--- src/usiss_pkg.sv ---
// Constants, field layouts and types shared by the serial shift and status block
package usiss_pkg;

  ////////////////////////////////////////////////////////////////////////////
  // Bus geometry
  localparam int          APB_AW   = 12;
  localparam int          APB_DW   = 32;
  localparam int          REG_W    = 8;
  localparam int          CNT_W    = 4;
  localparam int          SYNC_LEN = 3;

  ////////////////////////////////////////////////////////////////////////////
  // Register byte addresses, one aligned word each
  localparam logic [APB_AW-1:0] OFS_SHIFT_DATA = 12'h000;
  localparam logic [APB_AW-1:0] OFS_RX_BUFFER  = 12'h004;
  localparam logic [APB_AW-1:0] OFS_STATUS     = 12'h008;
  localparam logic [APB_AW-1:0] OFS_CONTROL    = 12'h00C;

  ////////////////////////////////////////////////////////////////////////////
  // Status register bit positions
  localparam int          ST_START = 7;
  localparam int          ST_OVF   = 6;
  localparam int          ST_STOP  = 5;
  localparam int          ST_COLL  = 4;

  // Control register strobe bit positions (write only, read as zero)
  localparam int          CT_SWCLK = 1;
  localparam int          CT_TOGL  = 0;

  ////////////////////////////////////////////////////////////////////////////
  // Reset values
  localparam logic [REG_W-1:0] SHIFT_RST = 8'h00;
  localparam logic [REG_W-1:0] RXBUF_RST = 8'h00;
  localparam logic [REG_W-1:0] CTRL_RST  = 8'h00;
  localparam logic [CNT_W-1:0] CNT_RST   = 4'h0;
  localparam logic [CNT_W-1:0] CNT_MAX   = 4'hF;
  localparam logic [CNT_W-1:0] CNT_ONE   = 4'h1;
  localparam logic [1:0]       STROBE_RD = 2'h0;

  ////////////////////////////////////////////////////////////////////////////
  // Wire modes and clock sources
  localparam logic [1:0]  WM_OFF      = 2'h0;
  localparam logic [1:0]  WM_THREE    = 2'h1;
  localparam logic [1:0]  WM_TWO      = 2'h2;
  localparam logic [1:0]  WM_TWO_HOLD = 2'h3;
  localparam logic [1:0]  CS_SOFT     = 2'h0;
  localparam logic [1:0]  CS_TIMER    = 2'h1;
  localparam logic [1:0]  CS_EXT_POS  = 2'h2;
  localparam logic [1:0]  CS_EXT_NEG  = 2'h3;

  // Control register layout, msb first as seen by software
  typedef struct packed {
    logic       start_interrupt_enable;
    logic       overflow_interrupt_enable;
    logic [1:0] wire_mode_field;
    logic [1:0] clock_source_select;
    logic       software_clock_bit;
    logic       toggle_clock_strobe;
  } usiss_ctrl_t;

  // Sticky line and interrupt flags
  typedef struct packed {
    logic start_condition_flag;
    logic counter_overflow_flag;
    logic stop_condition_flag;
  } usiss_flags_t;

endpackage : usiss_pkg

--- src/usiss_core.sv ---
// Serial shift register, receive buffer, clock counter and status flags behind an APB slave

module usiss_core (
  // Clock and reset
  input  logic                          pclk,
  input  logic                          presetn,
  // APB slave
  input  logic                          psel,
  input  logic                          penable,
  input  logic                          pwrite,
  input  logic [usiss_pkg::APB_AW-1:0]  paddr,
  input  logic [usiss_pkg::APB_DW-1:0]  pwdata,
  output logic                          pready,
  output logic [usiss_pkg::APB_DW-1:0]  prdata,
  output logic                          pslverr,
  // Serial pins, sensed levels from outside the clock domain
  input  logic                          serial_input_pin,
  input  logic                          shift_clock_pin,
  // Port logic of the same clock domain
  input  logic                          ddr_do,
  input  logic                          ddr_sda,
  input  logic                          ddr_scl,
  input  logic                          port_sda,
  input  logic                          port_scl,
  input  logic                          timer0_match,
  input  logic                          global_int_enable,
  input  logic                          sleep_active,
  input  logic                          sleep_idle,
  // Pin drivers, enables active low
  output logic                          do_out,
  output logic                          do_oe_n,
  output logic                          sda_out,
  output logic                          sda_oe_n,
  output logic                          scl_out,
  output logic                          scl_oe_n,
  output logic                          sck_toggle,
  // Interrupt and wake requests
  output logic                          start_irq,
  output logic                          ovf_irq,
  output logic                          wake_req
);
  import usiss_pkg::*;

  ////////////////////////////////////////////////////////////////////////////
  // State
  logic [SYNC_LEN-1:0] di_sync;
  logic [SYNC_LEN-1:0] sck_sync;
  logic                di_lvl;
  logic                sck_lvl;
  logic [REG_W-1:0]    serial_shift_data;
  logic [REG_W-1:0]    receive_buffer;
  logic [CNT_W-1:0]    clock_counter_value;
  usiss_ctrl_t         serial_control;
  usiss_flags_t        flags;
  logic                start_hold;

  // Combinational terms
  logic                di_chg;
  logic                sck_chg;
  logic                sda_rise;
  logic                sda_fall;
  logic                sck_rise;
  logic                sck_fall;
  logic                wr_cyc;
  logic                sel_data;
  logic                sel_buf;
  logic                sel_stat;
  logic                sel_ctrl;
  logic                unmapped;
  logic                wr_data;
  logic                wr_stat;
  logic                wr_ctrl;
  logic                clk_strobe;
  logic                tc_strobe;
  logic                eff_sw_clk;
  logic                two_wire;
  logic                shift_evt;
  logic                cnt_evt;
  logic                ovf_evt;
  logic                start_det;
  logic                stop_det;
  logic                start_set;
  logic                latch_open;
  logic                output_collision_bit;
  logic [REG_W-1:0]    next_serial_shift_data;
  logic                next_out_latch;
  usiss_flags_t        next_flags;
  logic                next_start_hold;
  logic                next_ovf_hold;
  logic [REG_W-1:0]    rd_byte;

  ////////////////////////////////////////////////////////////////////////////
  // Pin synchronisers: three stages, a change counts once stages two and three agree
  always_ff @(posedge pclk or negedge presetn) begin
    if (!presetn) begin
      di_sync  <= '0;
      sck_sync <= '0;
    end else begin
      di_sync  <= {di_sync[SYNC_LEN-2:0], serial_input_pin};
      sck_sync <= {sck_sync[SYNC_LEN-2:0], shift_clock_pin};
    end
  end

  // Filtered levels; stage one is read only by stage two
  assign di_chg  = (di_sync[1] == di_sync[2]) && (di_sync[2] != di_lvl);
  assign sck_chg = (sck_sync[1] == sck_sync[2]) && (sck_sync[2] != sck_lvl);

  always_ff @(posedge pclk or negedge presetn) begin
    if (!presetn) begin
      di_lvl  <= 1'b0;
      sck_lvl <= 1'b0;
    end else begin
      if (di_chg) begin
        di_lvl <= di_sync[2];
      end
      if (sck_chg) begin
        sck_lvl <= sck_sync[2];
      end
    end
  end

  // Edge events, one cycle each
  assign sda_rise = di_chg && di_sync[2];
  assign sda_fall = di_chg && !di_sync[2];
  assign sck_rise = sck_chg && sck_sync[2];
  assign sck_fall = sck_chg && !sck_sync[2];

  ////////////////////////////////////////////////////////////////////////////
  // APB address decode; one wait state, so a write lands when pready is high
  always_comb begin
    sel_data = 1'b0;
    sel_buf  = 1'b0;
    sel_stat = 1'b0;
    sel_ctrl = 1'b0;
    unmapped = 1'b0;
    if (paddr == OFS_SHIFT_DATA) begin
      sel_data = 1'b1;
    end else if (paddr == OFS_RX_BUFFER) begin
      sel_buf = 1'b1;
    end else if (paddr == OFS_STATUS) begin
      sel_stat = 1'b1;
    end else if (paddr == OFS_CONTROL) begin
      sel_ctrl = 1'b1;
    end else begin
      unmapped = 1'b1;
    end
  end

  assign wr_cyc  = psel && penable && pready && pwrite;
  assign wr_data = wr_cyc && sel_data;
  assign wr_stat = wr_cyc && sel_stat;
  assign wr_ctrl = wr_cyc && sel_ctrl;

  // Software strobes come from writes of one to the control strobe bits
  assign clk_strobe = wr_ctrl && pwdata[CT_SWCLK];
  assign tc_strobe  = wr_ctrl && pwdata[CT_TOGL];
  assign eff_sw_clk = wr_ctrl ? pwdata[CT_SWCLK] : serial_control.software_clock_bit;
  assign two_wire   = serial_control.wire_mode_field[1];

  ////////////////////////////////////////////////////////////////////////////
  // Clock source selection; inputs work in every wire mode
  always_comb begin
    shift_evt = 1'b0;
    cnt_evt   = 1'b0;
    case (serial_control.clock_source_select)
      CS_SOFT: begin
        shift_evt = clk_strobe;
        cnt_evt   = clk_strobe;
      end
      CS_TIMER: begin
        shift_evt = timer0_match;
        cnt_evt   = timer0_match;
      end
      CS_EXT_POS: begin
        shift_evt = sck_rise;
        cnt_evt   = eff_sw_clk ? tc_strobe : sck_chg;
      end
      default: begin
        shift_evt = sck_fall;
        cnt_evt   = eff_sw_clk ? tc_strobe : sck_chg;
      end
    endcase
  end

  ////////////////////////////////////////////////////////////////////////////
  // Shift register: a CPU write beats a coincident shift
  always_comb begin
    if (wr_data) begin
      next_serial_shift_data = pwdata[REG_W-1:0];
    end else if (shift_evt) begin
      next_serial_shift_data = {serial_shift_data[REG_W-2:0], di_lvl};
    end else begin
      next_serial_shift_data = serial_shift_data;
    end
  end

  always_ff @(posedge pclk or negedge presetn) begin
    if (!presetn) begin
      serial_shift_data <= SHIFT_RST;
    end else begin
      serial_shift_data <= next_serial_shift_data;
    end
  end

  ////////////////////////////////////////////////////////////////////////////
  // Clock counter; a CPU write of the count beats a coincident increment
  assign ovf_evt = cnt_evt && !wr_stat && (clock_counter_value == CNT_MAX);

  always_ff @(posedge pclk or negedge presetn) begin
    if (!presetn) begin
      clock_counter_value <= CNT_RST;
    end else if (wr_stat) begin
      clock_counter_value <= pwdata[CNT_W-1:0];
    end else if (cnt_evt) begin
      clock_counter_value <= clock_counter_value + CNT_ONE;
    end
  end

  // Completed byte lands in the buffer so software may read it at leisure
  always_ff @(posedge pclk or negedge presetn) begin
    if (!presetn) begin
      receive_buffer <= RXBUF_RST;
    end else if (ovf_evt) begin
      receive_buffer <= next_serial_shift_data;
    end
  end

  ////////////////////////////////////////////////////////////////////////////
  // Control register; both strobe bits are stored like the rest, though reads return them as zero
  always_ff @(posedge pclk or negedge presetn) begin
    if (!presetn) begin
      serial_control <= usiss_ctrl_t'(CTRL_RST);
    end else if (wr_ctrl) begin
      serial_control <= usiss_ctrl_t'(pwdata[REG_W-1:0]);
    end
  end

  ////////////////////////////////////////////////////////////////////////////
  // Bus conditions are seen only on the filtered levels, so glitches cannot fake one
  assign start_det = sda_fall && sck_lvl;
  assign stop_det  = sda_rise && sck_lvl;
  assign start_set = (two_wire && start_det)
                   || (!two_wire && serial_control.clock_source_select[1]
                       && !serial_control.software_clock_bit && sck_chg);

  // Set beats clear; a written zero leaves a flag alone
  always_comb begin
    next_flags.start_condition_flag  = start_set
        || (flags.start_condition_flag && !(wr_stat && pwdata[ST_START]));
    next_flags.counter_overflow_flag = ovf_evt
        || (flags.counter_overflow_flag && !(wr_stat && pwdata[ST_OVF]));
    next_flags.stop_condition_flag   = (two_wire && stop_det)
        || (flags.stop_condition_flag && !(wr_stat && pwdata[ST_STOP]));
  end

  always_ff @(posedge pclk or negedge presetn) begin
    if (!presetn) begin
      flags <= '0;
    end else begin
      flags <= next_flags;
    end
  end

  // Start hold grabs the clock line after the master's first falling edge
  assign next_start_hold = two_wire && next_flags.start_condition_flag
                         && (start_hold || sck_fall);
  assign next_ovf_hold   = (serial_control.wire_mode_field == WM_TWO_HOLD)
                         && next_flags.counter_overflow_flag;

  always_ff @(posedge pclk or negedge presetn) begin
    if (!presetn) begin
      start_hold <= 1'b0;
    end else begin
      start_hold <= next_start_hold;
    end
  end

  ////////////////////////////////////////////////////////////////////////////
  // Output latch: closed in the half cycle where the far end samples
  assign latch_open     = !serial_control.clock_source_select[1]
                        || (sck_lvl == serial_control.clock_source_select[0]);
  assign next_out_latch = latch_open ? next_serial_shift_data[REG_W-1] : do_out;

  // Pin drivers; open-drain lines only ever pull low
  always_ff @(posedge pclk or negedge presetn) begin
    if (!presetn) begin
      do_out   <= 1'b0;
      do_oe_n  <= 1'b1;
      sda_out  <= 1'b0;
      sda_oe_n <= 1'b1;
      scl_out  <= 1'b0;
      scl_oe_n <= 1'b1;
    end else begin
      do_out   <= next_out_latch;
      do_oe_n  <= !((serial_control.wire_mode_field == WM_THREE) && ddr_do);
      sda_out  <= 1'b0;
      sda_oe_n <= !(two_wire && ddr_sda && (!next_out_latch || !port_sda));
      scl_out  <= 1'b0;
      scl_oe_n <= !(two_wire && ddr_scl
                    && (!port_scl || next_start_hold || next_ovf_hold));
    end
  end

  // Toggle strobe also asks the port logic to flip the clock pin
  always_ff @(posedge pclk or negedge presetn) begin
    if (!presetn) begin
      sck_toggle <= 1'b0;
    end else begin
      sck_toggle <= tc_strobe;
    end
  end

  ////////////////////////////////////////////////////////////////////////////
  // Interrupt and wake requests; the overflow flag never wakes deeper sleep
  always_ff @(posedge pclk or negedge presetn) begin
    if (!presetn) begin
      start_irq <= 1'b0;
      ovf_irq   <= 1'b0;
      wake_req  <= 1'b0;
    end else begin
      start_irq <= flags.start_condition_flag
                && serial_control.start_interrupt_enable && global_int_enable;
      ovf_irq   <= flags.counter_overflow_flag
                && serial_control.overflow_interrupt_enable && global_int_enable;
      wake_req  <= sleep_active
                && ((flags.start_condition_flag && serial_control.start_interrupt_enable)
                    || (flags.counter_overflow_flag && sleep_idle
                        && serial_control.overflow_interrupt_enable));
    end
  end

  ////////////////////////////////////////////////////////////////////////////
  // Read side; no read has a side effect, buffer and data alike
  assign output_collision_bit = serial_shift_data[REG_W-1] != di_lvl;

  always_comb begin
    rd_byte = '0;
    if (sel_data) begin
      rd_byte = serial_shift_data;
    end else if (sel_buf) begin
      rd_byte = receive_buffer;
    end else if (sel_stat) begin
      rd_byte = {flags, output_collision_bit, clock_counter_value};
    end else if (sel_ctrl) begin
      rd_byte = {serial_control[REG_W-1:2], STROBE_RD};
    end
  end

  // Answer one cycle into the access phase; unmapped addresses get an error
  always_ff @(posedge pclk or negedge presetn) begin
    if (!presetn) begin
      pready  <= 1'b0;
      prdata  <= '0;
      pslverr <= 1'b0;
    end else begin
      pready  <= psel && penable && !pready;
      pslverr <= psel && penable && !pready && unmapped;
      if (psel && penable && !pready) begin
        prdata <= APB_DW'(rd_byte);
      end
    end
  end
endmodule : usiss_core

--- config.mk ---
export PLATFORM = sky130hd
export DESIGN_NAME = usiss_core
export DESIGN_NICKNAME = d
export VERILOG_FILES = /design/src/usiss_pkg.sv /design/src/usiss_core.sv
export SDC_FILE = /design/constraint.sdc
export NUM_CORES = 1
export LEC_CHECK = 0
export CAP_MARGIN = 15
export CELL_PAD_IN_SITES_DETAIL_PLACEMENT = 0
export CELL_PAD_IN_SITES_GLOBAL_PLACEMENT = 1
export CORE_UTILIZATION = 49
export DETAILED_ROUTE_END_ITERATION = 7
export DONT_BUFFER_PORTS = 1
export GPL_TIMING_DRIVEN = 0
export HOLD_SLACK_MARGIN = 0.12
export PLACE_DENSITY = 0.79
export SLEW_MARGIN = 20
export SYNTH_ARGS = -nofsm -noshare
export SYNTH_HDL_FRONTEND = slang
export SYNTH_SLANG_ARGS = --single-unit
--- constraint.sdc ---
create_clock -name pclk -period 5.33 [get_ports pclk]
set_input_delay 0.2665 -clock pclk [delete_from_list [all_inputs] [get_ports pclk]]
set_output_delay 0.2665 -clock pclk [all_outputs]
set_load 0.02 [all_outputs]
# Yosys cells after proc, flatten, opt, wreduce, memory -nomap -nowiden
# Cells that the tools add are included.
[word_totals] regBits=57 elab_cells=144
[op_classes] add_sub_neg=1 eq_ne=14 muxes=27 n_reduce_logical=75
[op_table] op="$mux 8" n=6
[op_table] op="$logic_and 1x1->1" n=46
[op_table] op="$eq 12x4->1 const B" n=2
[op_table] op="$mux 1" n=17
[op_table] op="$logic_not 1->1" n=16
[op_table] op="$eq 12x3->1 const B" n=1
[op_table] op="$logic_not 12->1" n=1
[op_table] op="$logic_or 1x1->1" n=10
[op_table] op="$mux 4" n=2
[op_table] op="$add 4x1->4 const B" n=1
[op_table] op="$eq 2x1->1 const B" n=2
[op_table] op="$eq 2x2->1 const B" n=2
[op_table] op="$eq 4x4->1 const B" n=1
[op_table] op="$eq 1x1->1" n=3
[op_table] op="$ne 1x1->1" n=3
[op_table] op="$pmux 1 s3" n=1
[op_table] op="$logic_not 2->1" n=1
[op_table] op="$pmux 1 s2" n=1
[op_table] op="$reduce_bool 2->1" n=1

# Logic depth before layout (Yosys ltp)
[logic_depth] word_depth=16 mapped_depth=7 mapped_depth_nobuf=6

# Worst setup path before layout
# No wires, ideal clock.
[synth_timing] path_type="input to register" from="input paddr[7] in the netlist's numbering" to="register receive_buffer[0]" setup_ns=0.125 t_arrival_ns=2.431 setup_slack_ns=2.774 cell_stages=6 n_path_buf=0 path_cell_list="or4_4 > o41a_1 > a211oi_2 > nor2_2 > nor3_4 > mux2_4"
[synth_via] elab_chain_len=11
[synth_lines] item="start, declared" line_no="usiss_core.sv:11" rtl="input logic [usiss_pkg::APB_AW-1:0] paddr,"
[synth_lines] item="$eq 12x4->1" line_no="usiss_core.sv:142" rtl="end else if (paddr == OFS_CONTROL) begin"
[synth_lines] item="$mux 1" line_no="usiss_core.sv:142"
[synth_lines] item="$mux 1" line_no="usiss_core.sv:140" rtl="end else if (paddr == OFS_STATUS) begin"
[synth_lines] item="$mux 1" line_no="usiss_core.sv:138" rtl="end else if (paddr == OFS_RX_BUFFER) begin"
[synth_lines] item="$mux 1" line_no="usiss_core.sv:136" rtl="if (paddr == OFS_SHIFT_DATA) begin"
[synth_lines] item="$logic_and 1x1->1" line_no="usiss_core.sv:152" rtl="assign wr_ctrl = wr_cyc && sel_ctrl;"
[synth_lines] item="$mux 1 / $logic_and 1x1->1 (equally long branches)" line_no="usiss_core.sv:157, usiss_core.sv:156"
[synth_lines] item="$mux 1" line_no="usiss_core.sv:176, usiss_core.sv:180"
[synth_lines] item="$pmux 1 s2" line_no="usiss_core.sv:165" rtl="case (serial_control.clock_source_select)"
[synth_lines] item="$logic_and 1x1->1 (2 in series)" line_no="usiss_core.sv:207" rtl="assign ovf_evt = cnt_evt && !wr_stat && (clock_counter_value == CNT_MAX);"
[synth_lines] item="end signal, assigned" line_no="usiss_core.sv:224" rtl="receive_buffer <= next_serial_shift_data;"
[synth_lines] item="end, declared" line_no="usiss_core.sv:51" rtl="logic [REG_W-1:0] receive_buffer;"
# Parallel ways exist; a longest one is shown, timed or not.
# A chain may end at the register's enable or synchronous reset.

# Worst setup path after layout
[layout_timing] from="register pready" to="register scl_oe_n"
[layout_via] elab_chain_len=13
[layout_lines] item="start, declared" line_no="usiss_core.sv:13" rtl="output logic pready,"
[layout_lines] item="start signal, assigned" line_no="usiss_core.sv:356" rtl="pready <= psel && penable && !pready;"
[layout_lines] item="$logic_and 1x1->1 (*) (2 in series)" line_no="usiss_core.sv:149" rtl="assign wr_cyc = psel && penable && pready && pwrite;"
[layout_lines] item="$logic_and 1x1->1, on equally long branches" line_no="usiss_core.sv:152, usiss_core.sv:151"
[layout_lines] item="$mux 1, or another cell as far along" line_no="usiss_core.sv:157" rtl="assign eff_sw_clk = wr_ctrl ? pwdata[CT_SWCLK] : serial_control.software_clock_bit;"
[layout_lines] item="$mux 1 / $logic_not 1->1 (equally long branches)" line_no="usiss_core.sv:176, usiss_core.sv:180, usiss_core.sv:249"
[layout_lines] item="$pmux 1 s2 / $logic_and 1x1->1 (equally long branches)" line_no="usiss_core.sv:165, usiss_core.sv:249"
[layout_lines] item="$logic_and 1x1->1 / $logic_or 1x1->1 (equally long branches)" line_no="usiss_core.sv:207, usiss_core.sv:249"
[layout_lines] item="$logic_and 1x1->1, on equally long branches" line_no="usiss_core.sv:207, usiss_core.sv:265"
[layout_lines] item="$logic_or 1x1->1 / $logic_and 1x1->1 (equally long branches)" line_no="usiss_core.sv:251, usiss_core.sv:266"
[layout_lines] item="$logic_and 1x1->1 / $logic_or 1x1->1 (equally long branches)" line_no="usiss_core.sv:268, usiss_core.sv:300"
[layout_lines] item="$logic_or 1x1->1 (*)" line_no="usiss_core.sv:300" rtl="&& (!port_scl || next_start_hold || next_ovf_hold));"
[layout_lines] item="$logic_and 1x1->1 (*)" line_no="usiss_core.sv:300"
[layout_lines] item="$logic_not 1->1 (*)" line_no="usiss_core.sv:299" rtl="scl_oe_n <= !(two_wire && ddr_scl"
[layout_lines] item="end signal, assigned" line_no="usiss_core.sv:299"
[layout_lines] item="end, declared" line_no="usiss_core.sv:35" rtl="output logic scl_oe_n,"
# Mark *: on every way between the ends. The rest lies on a longest branch, timed or not.

==> metrics.cfg <==
[final_layout]
multi_input_area_um2 = 1363
most-common-layout-cells = dfrtp_1, nand2_1, buf_4, conb_1
nets = 377
diodes = 0
area_growth_pct = 21.09
layout_commonest_cell = dfrtp_1
final_layout_size_suffix_gt1_share_pct = 24.30
nFillCells = 502
area.sequential_um2 = 1430

[timing]
finalHoldViolations = 0
worstMarginPinSlew_ns = 0.7585
min_period_over_period_pct = 58.82
fin_tns_setup_ns = 0
fin_skew_ns = 0.01178
timing.fmax_ghz = 0.3190
period_needed_ns = 3.135
maxSlewViolCount = 0
slew_headroom_pct = 49.26
hold_slack_ns = 0.1331
setup_viol = 0
rsz0062_at_grt = false

[pwr]
p_per_area_nw_per_um2 = 371.0
power.total_w = 0.001322
p_leak_nw = 1.641
ir_worst_vdd_mv = 0.2192

[flow_run]
maxCapViolations = 0

[route]
wl_um = 6271
via_count = 2066
drt-pass1-iter-count = 4
wl_per_cell_um = 15.96
avgViaCountPerCell = 5.257
drcViolationCount = 0
first_iter_violations = 90
antenna_left = 0

[place]
portBuffers = 0
place_congestion = 0.8309
dp_hpwl_um = 4425

[worst_setup_path]
worstPathRequired_ns = 5.59
crit_type = register to register
cp.arrival_ns = 3.40
start_kind = register
path_max_fanout = 10
endpoint_kind = register

[global_routing]
grt_pass1_wl_um = 10290
antenna_found_initial = 0
grt_max_degree = 58
grt_pass1_vias = 2090
track_usage_pct = 21.95
grt-ovfl-total = 0

[clock_tree]
clockBufferDepth = 2
clk_pin_slew_worst_paths_ns = 0.07
htreeDepth = 3
cts_buffers = 9
clock_latency_ns = 0.34
ctsRootBufferMaster = clkbuf_8
cts_tree = yes
post_cts_buffers = 0
clkSinkCount = 57

[yosys]
ys_seq_area_share_pct = 48.60
synth.top_cell.area_share_pct = 45.92
ys_warn_count = 0
synthDistinctLibCells = 54
synth_top_area_cell = dfrtp_1
synth_edf_count = 0
synth.area.top_cells = dfrtp_1, buf_4, mux4_2
synth.avg_cell_area_um2 = 11.28
synthFlopType = dfrtp_1
async_flop_share_pct = 100.0
synth-seq-cells = 57
syn_inst = 261
synth_area_um2 = 2943

[floorplanning]
start_util_pct = 52.16
fp.coreArea_um2 = 5642
io_pins = 104
die_area_um2 = 6319
die_x_um = 79.50
rows = 27
die_h_um = 79.50

[status]
status = complete, no violations

[worst_hold_path]
hp-class = primary input to register

repair_timing:
action,in CTS,in global routing
hold buffers,19,0
endpoints found under the hold margin,81,0
gates resized for setup,0,0
flip-flops by register name, indices dropped and copies added, names as in the netlist:
| register | flops |
|---|---|
| pready | 1 |
| do_out | 1 |
| sck_sync | 3 |
| serial_control | 7 |
| sda_oe_n | 1 |
| start_irq | 1 |
| clock_counter_value | 4 |
| start_hold | 1 |
| ovf_irq | 1 |
| di_sync | 3 |
| flags | 3 |
| sck_toggle | 1 |
| receive_buffer | 8 |
| do_oe_n | 1 |
| di_lvl | 1 |
| wake_req | 1 |
| pslverr | 1 |
| scl_oe_n | 1 |
| prdata | 8 |
| serial_shift_data | 8 |
| sck_lvl | 1 |
cell type report:
class,count,area share (%)
clock inverter,5,2.177
timing repair buffer,19,5.829
tap,72,2.528
sequential,57,40.13
inverter,6,0.6320
buffer,33,6.215
clock buffer,11,4.249
multi-input combinational,190,38.24
Yosys cell counts (all sizes together), types with 2 or more instances:
library cell	count
inv	6
nor2b	3
o2111ai	2
clkbuf	4
a21oi	12
nand3	3
nand4	4
and3	3
o31ai	4
nand2	27
nor2	19
nand3b	2
mux4	6
o21ai	11
a21boi	2
or2	3
mux2i	11
or4	2
dfstp	3
buf	29
dfrtp	54
mux2	15
o41ai	2
a211oi	2
xnor2	3
and2	3
and3b	2
xor2	2
nor4	4
power breakdown:
| part | internal [W] | leakage [nW] | total [W] | switching [W] |
|---|---|---|---|---|
| Sequential | 0.000512 | 0.703 | 0.000586 | 0.0000745 |
| Clock | 0.000287 | 0.115 | 0.000464 | 0.000177 |
| Combinational | 0.000159 | 0.824 | 0.000272 | 0.000113 |
logic make-up (layout without fill, tap and decap cells):
group | after synthesis | after routing | share of synthesized area [%]
DFF | 57 | 57 | 48.60
and+or+nand+nor | 83 | 83 | 15.65
adders and majority gates | 2 | 2 | 0.7653
AOI/OAI and AO/OA | 42 | 42 | 9.992
xor gates and xnor gates | 5 | 5 | 1.488
other | 1 | 26 | 0.1274
muxes | 32 | 32 | 15.09
buffers and inverters | 39 | 74 | 8.291
path summary, 6_finish.rpt:
path                                      start                        endpoint  slack (ns)  cells after the start
setup reg to reg               pready$_DFF_PN0_              scl_oe_n$_DFF_PN1_        2.20                      7
hold reg to reg            di_sync[0]$_DFF_PN0_            di_sync[1]$_DFF_PN0_        0.36                      0
min in group asynchronous               presetn           prdata[7]$_DFFE_PN0P_        0.45                      2
max in group asynchronous               presetn               do_oe_n$_DFF_PN1_        4.60                      2
setup / recovery               pready$_DFF_PN0_              scl_oe_n$_DFF_PN1_        2.20                      7
hold / removal                        pwdata[3]  serial_shift_data[3]$_DFF_PN0_        0.13                      2
layer usage:
metal / global-route usage (%) / wire length (µm) / up-vias / share of wire [%]
met2: 34.96 / 2976 / 61 / 47
met4: 9.636 / 92 / 0 / 1.5
met3: 5.371 / 315 / 11 / 5.0
met5: 0 / 0 / - / 0
li1: - / - / 990 / -
met1: 28.23 / 2886 / 1004 / 46
worst max-delay path, cell delays in order (launching register included):
cell           delay, ns
dfrtp_1             0.48
nand4_1             0.30
o41a_1              0.48
a211oi_2            0.31
nor2_2              0.13
nor3_4              0.64
o41ai_1             0.14
dlygate4sd3_1       0.57
per-stage QoR:
| stage | utilization [%] | cells | cell area (µm²) | worst slack [ns] |
|---|---|---|---|---|
| 2_1_floorplan | - | 286 | 3037 | 2.774 |
| 3_3_place_gp | 55.42 | 358 | 3127 | 2.527 |
| 3_5_place_dp | 55.42 | 358 | 3127 | 2.469 |
| 4_1_cts | 63.16 | 393 | 3563 | 2.235 |
| 5_1_grt | 63.16 | 393 | 3563 | 2.035 |
| 6_report | 63.16 | 393 | 3563 | 2.195 |
Power figures use the tool's default switching activity.
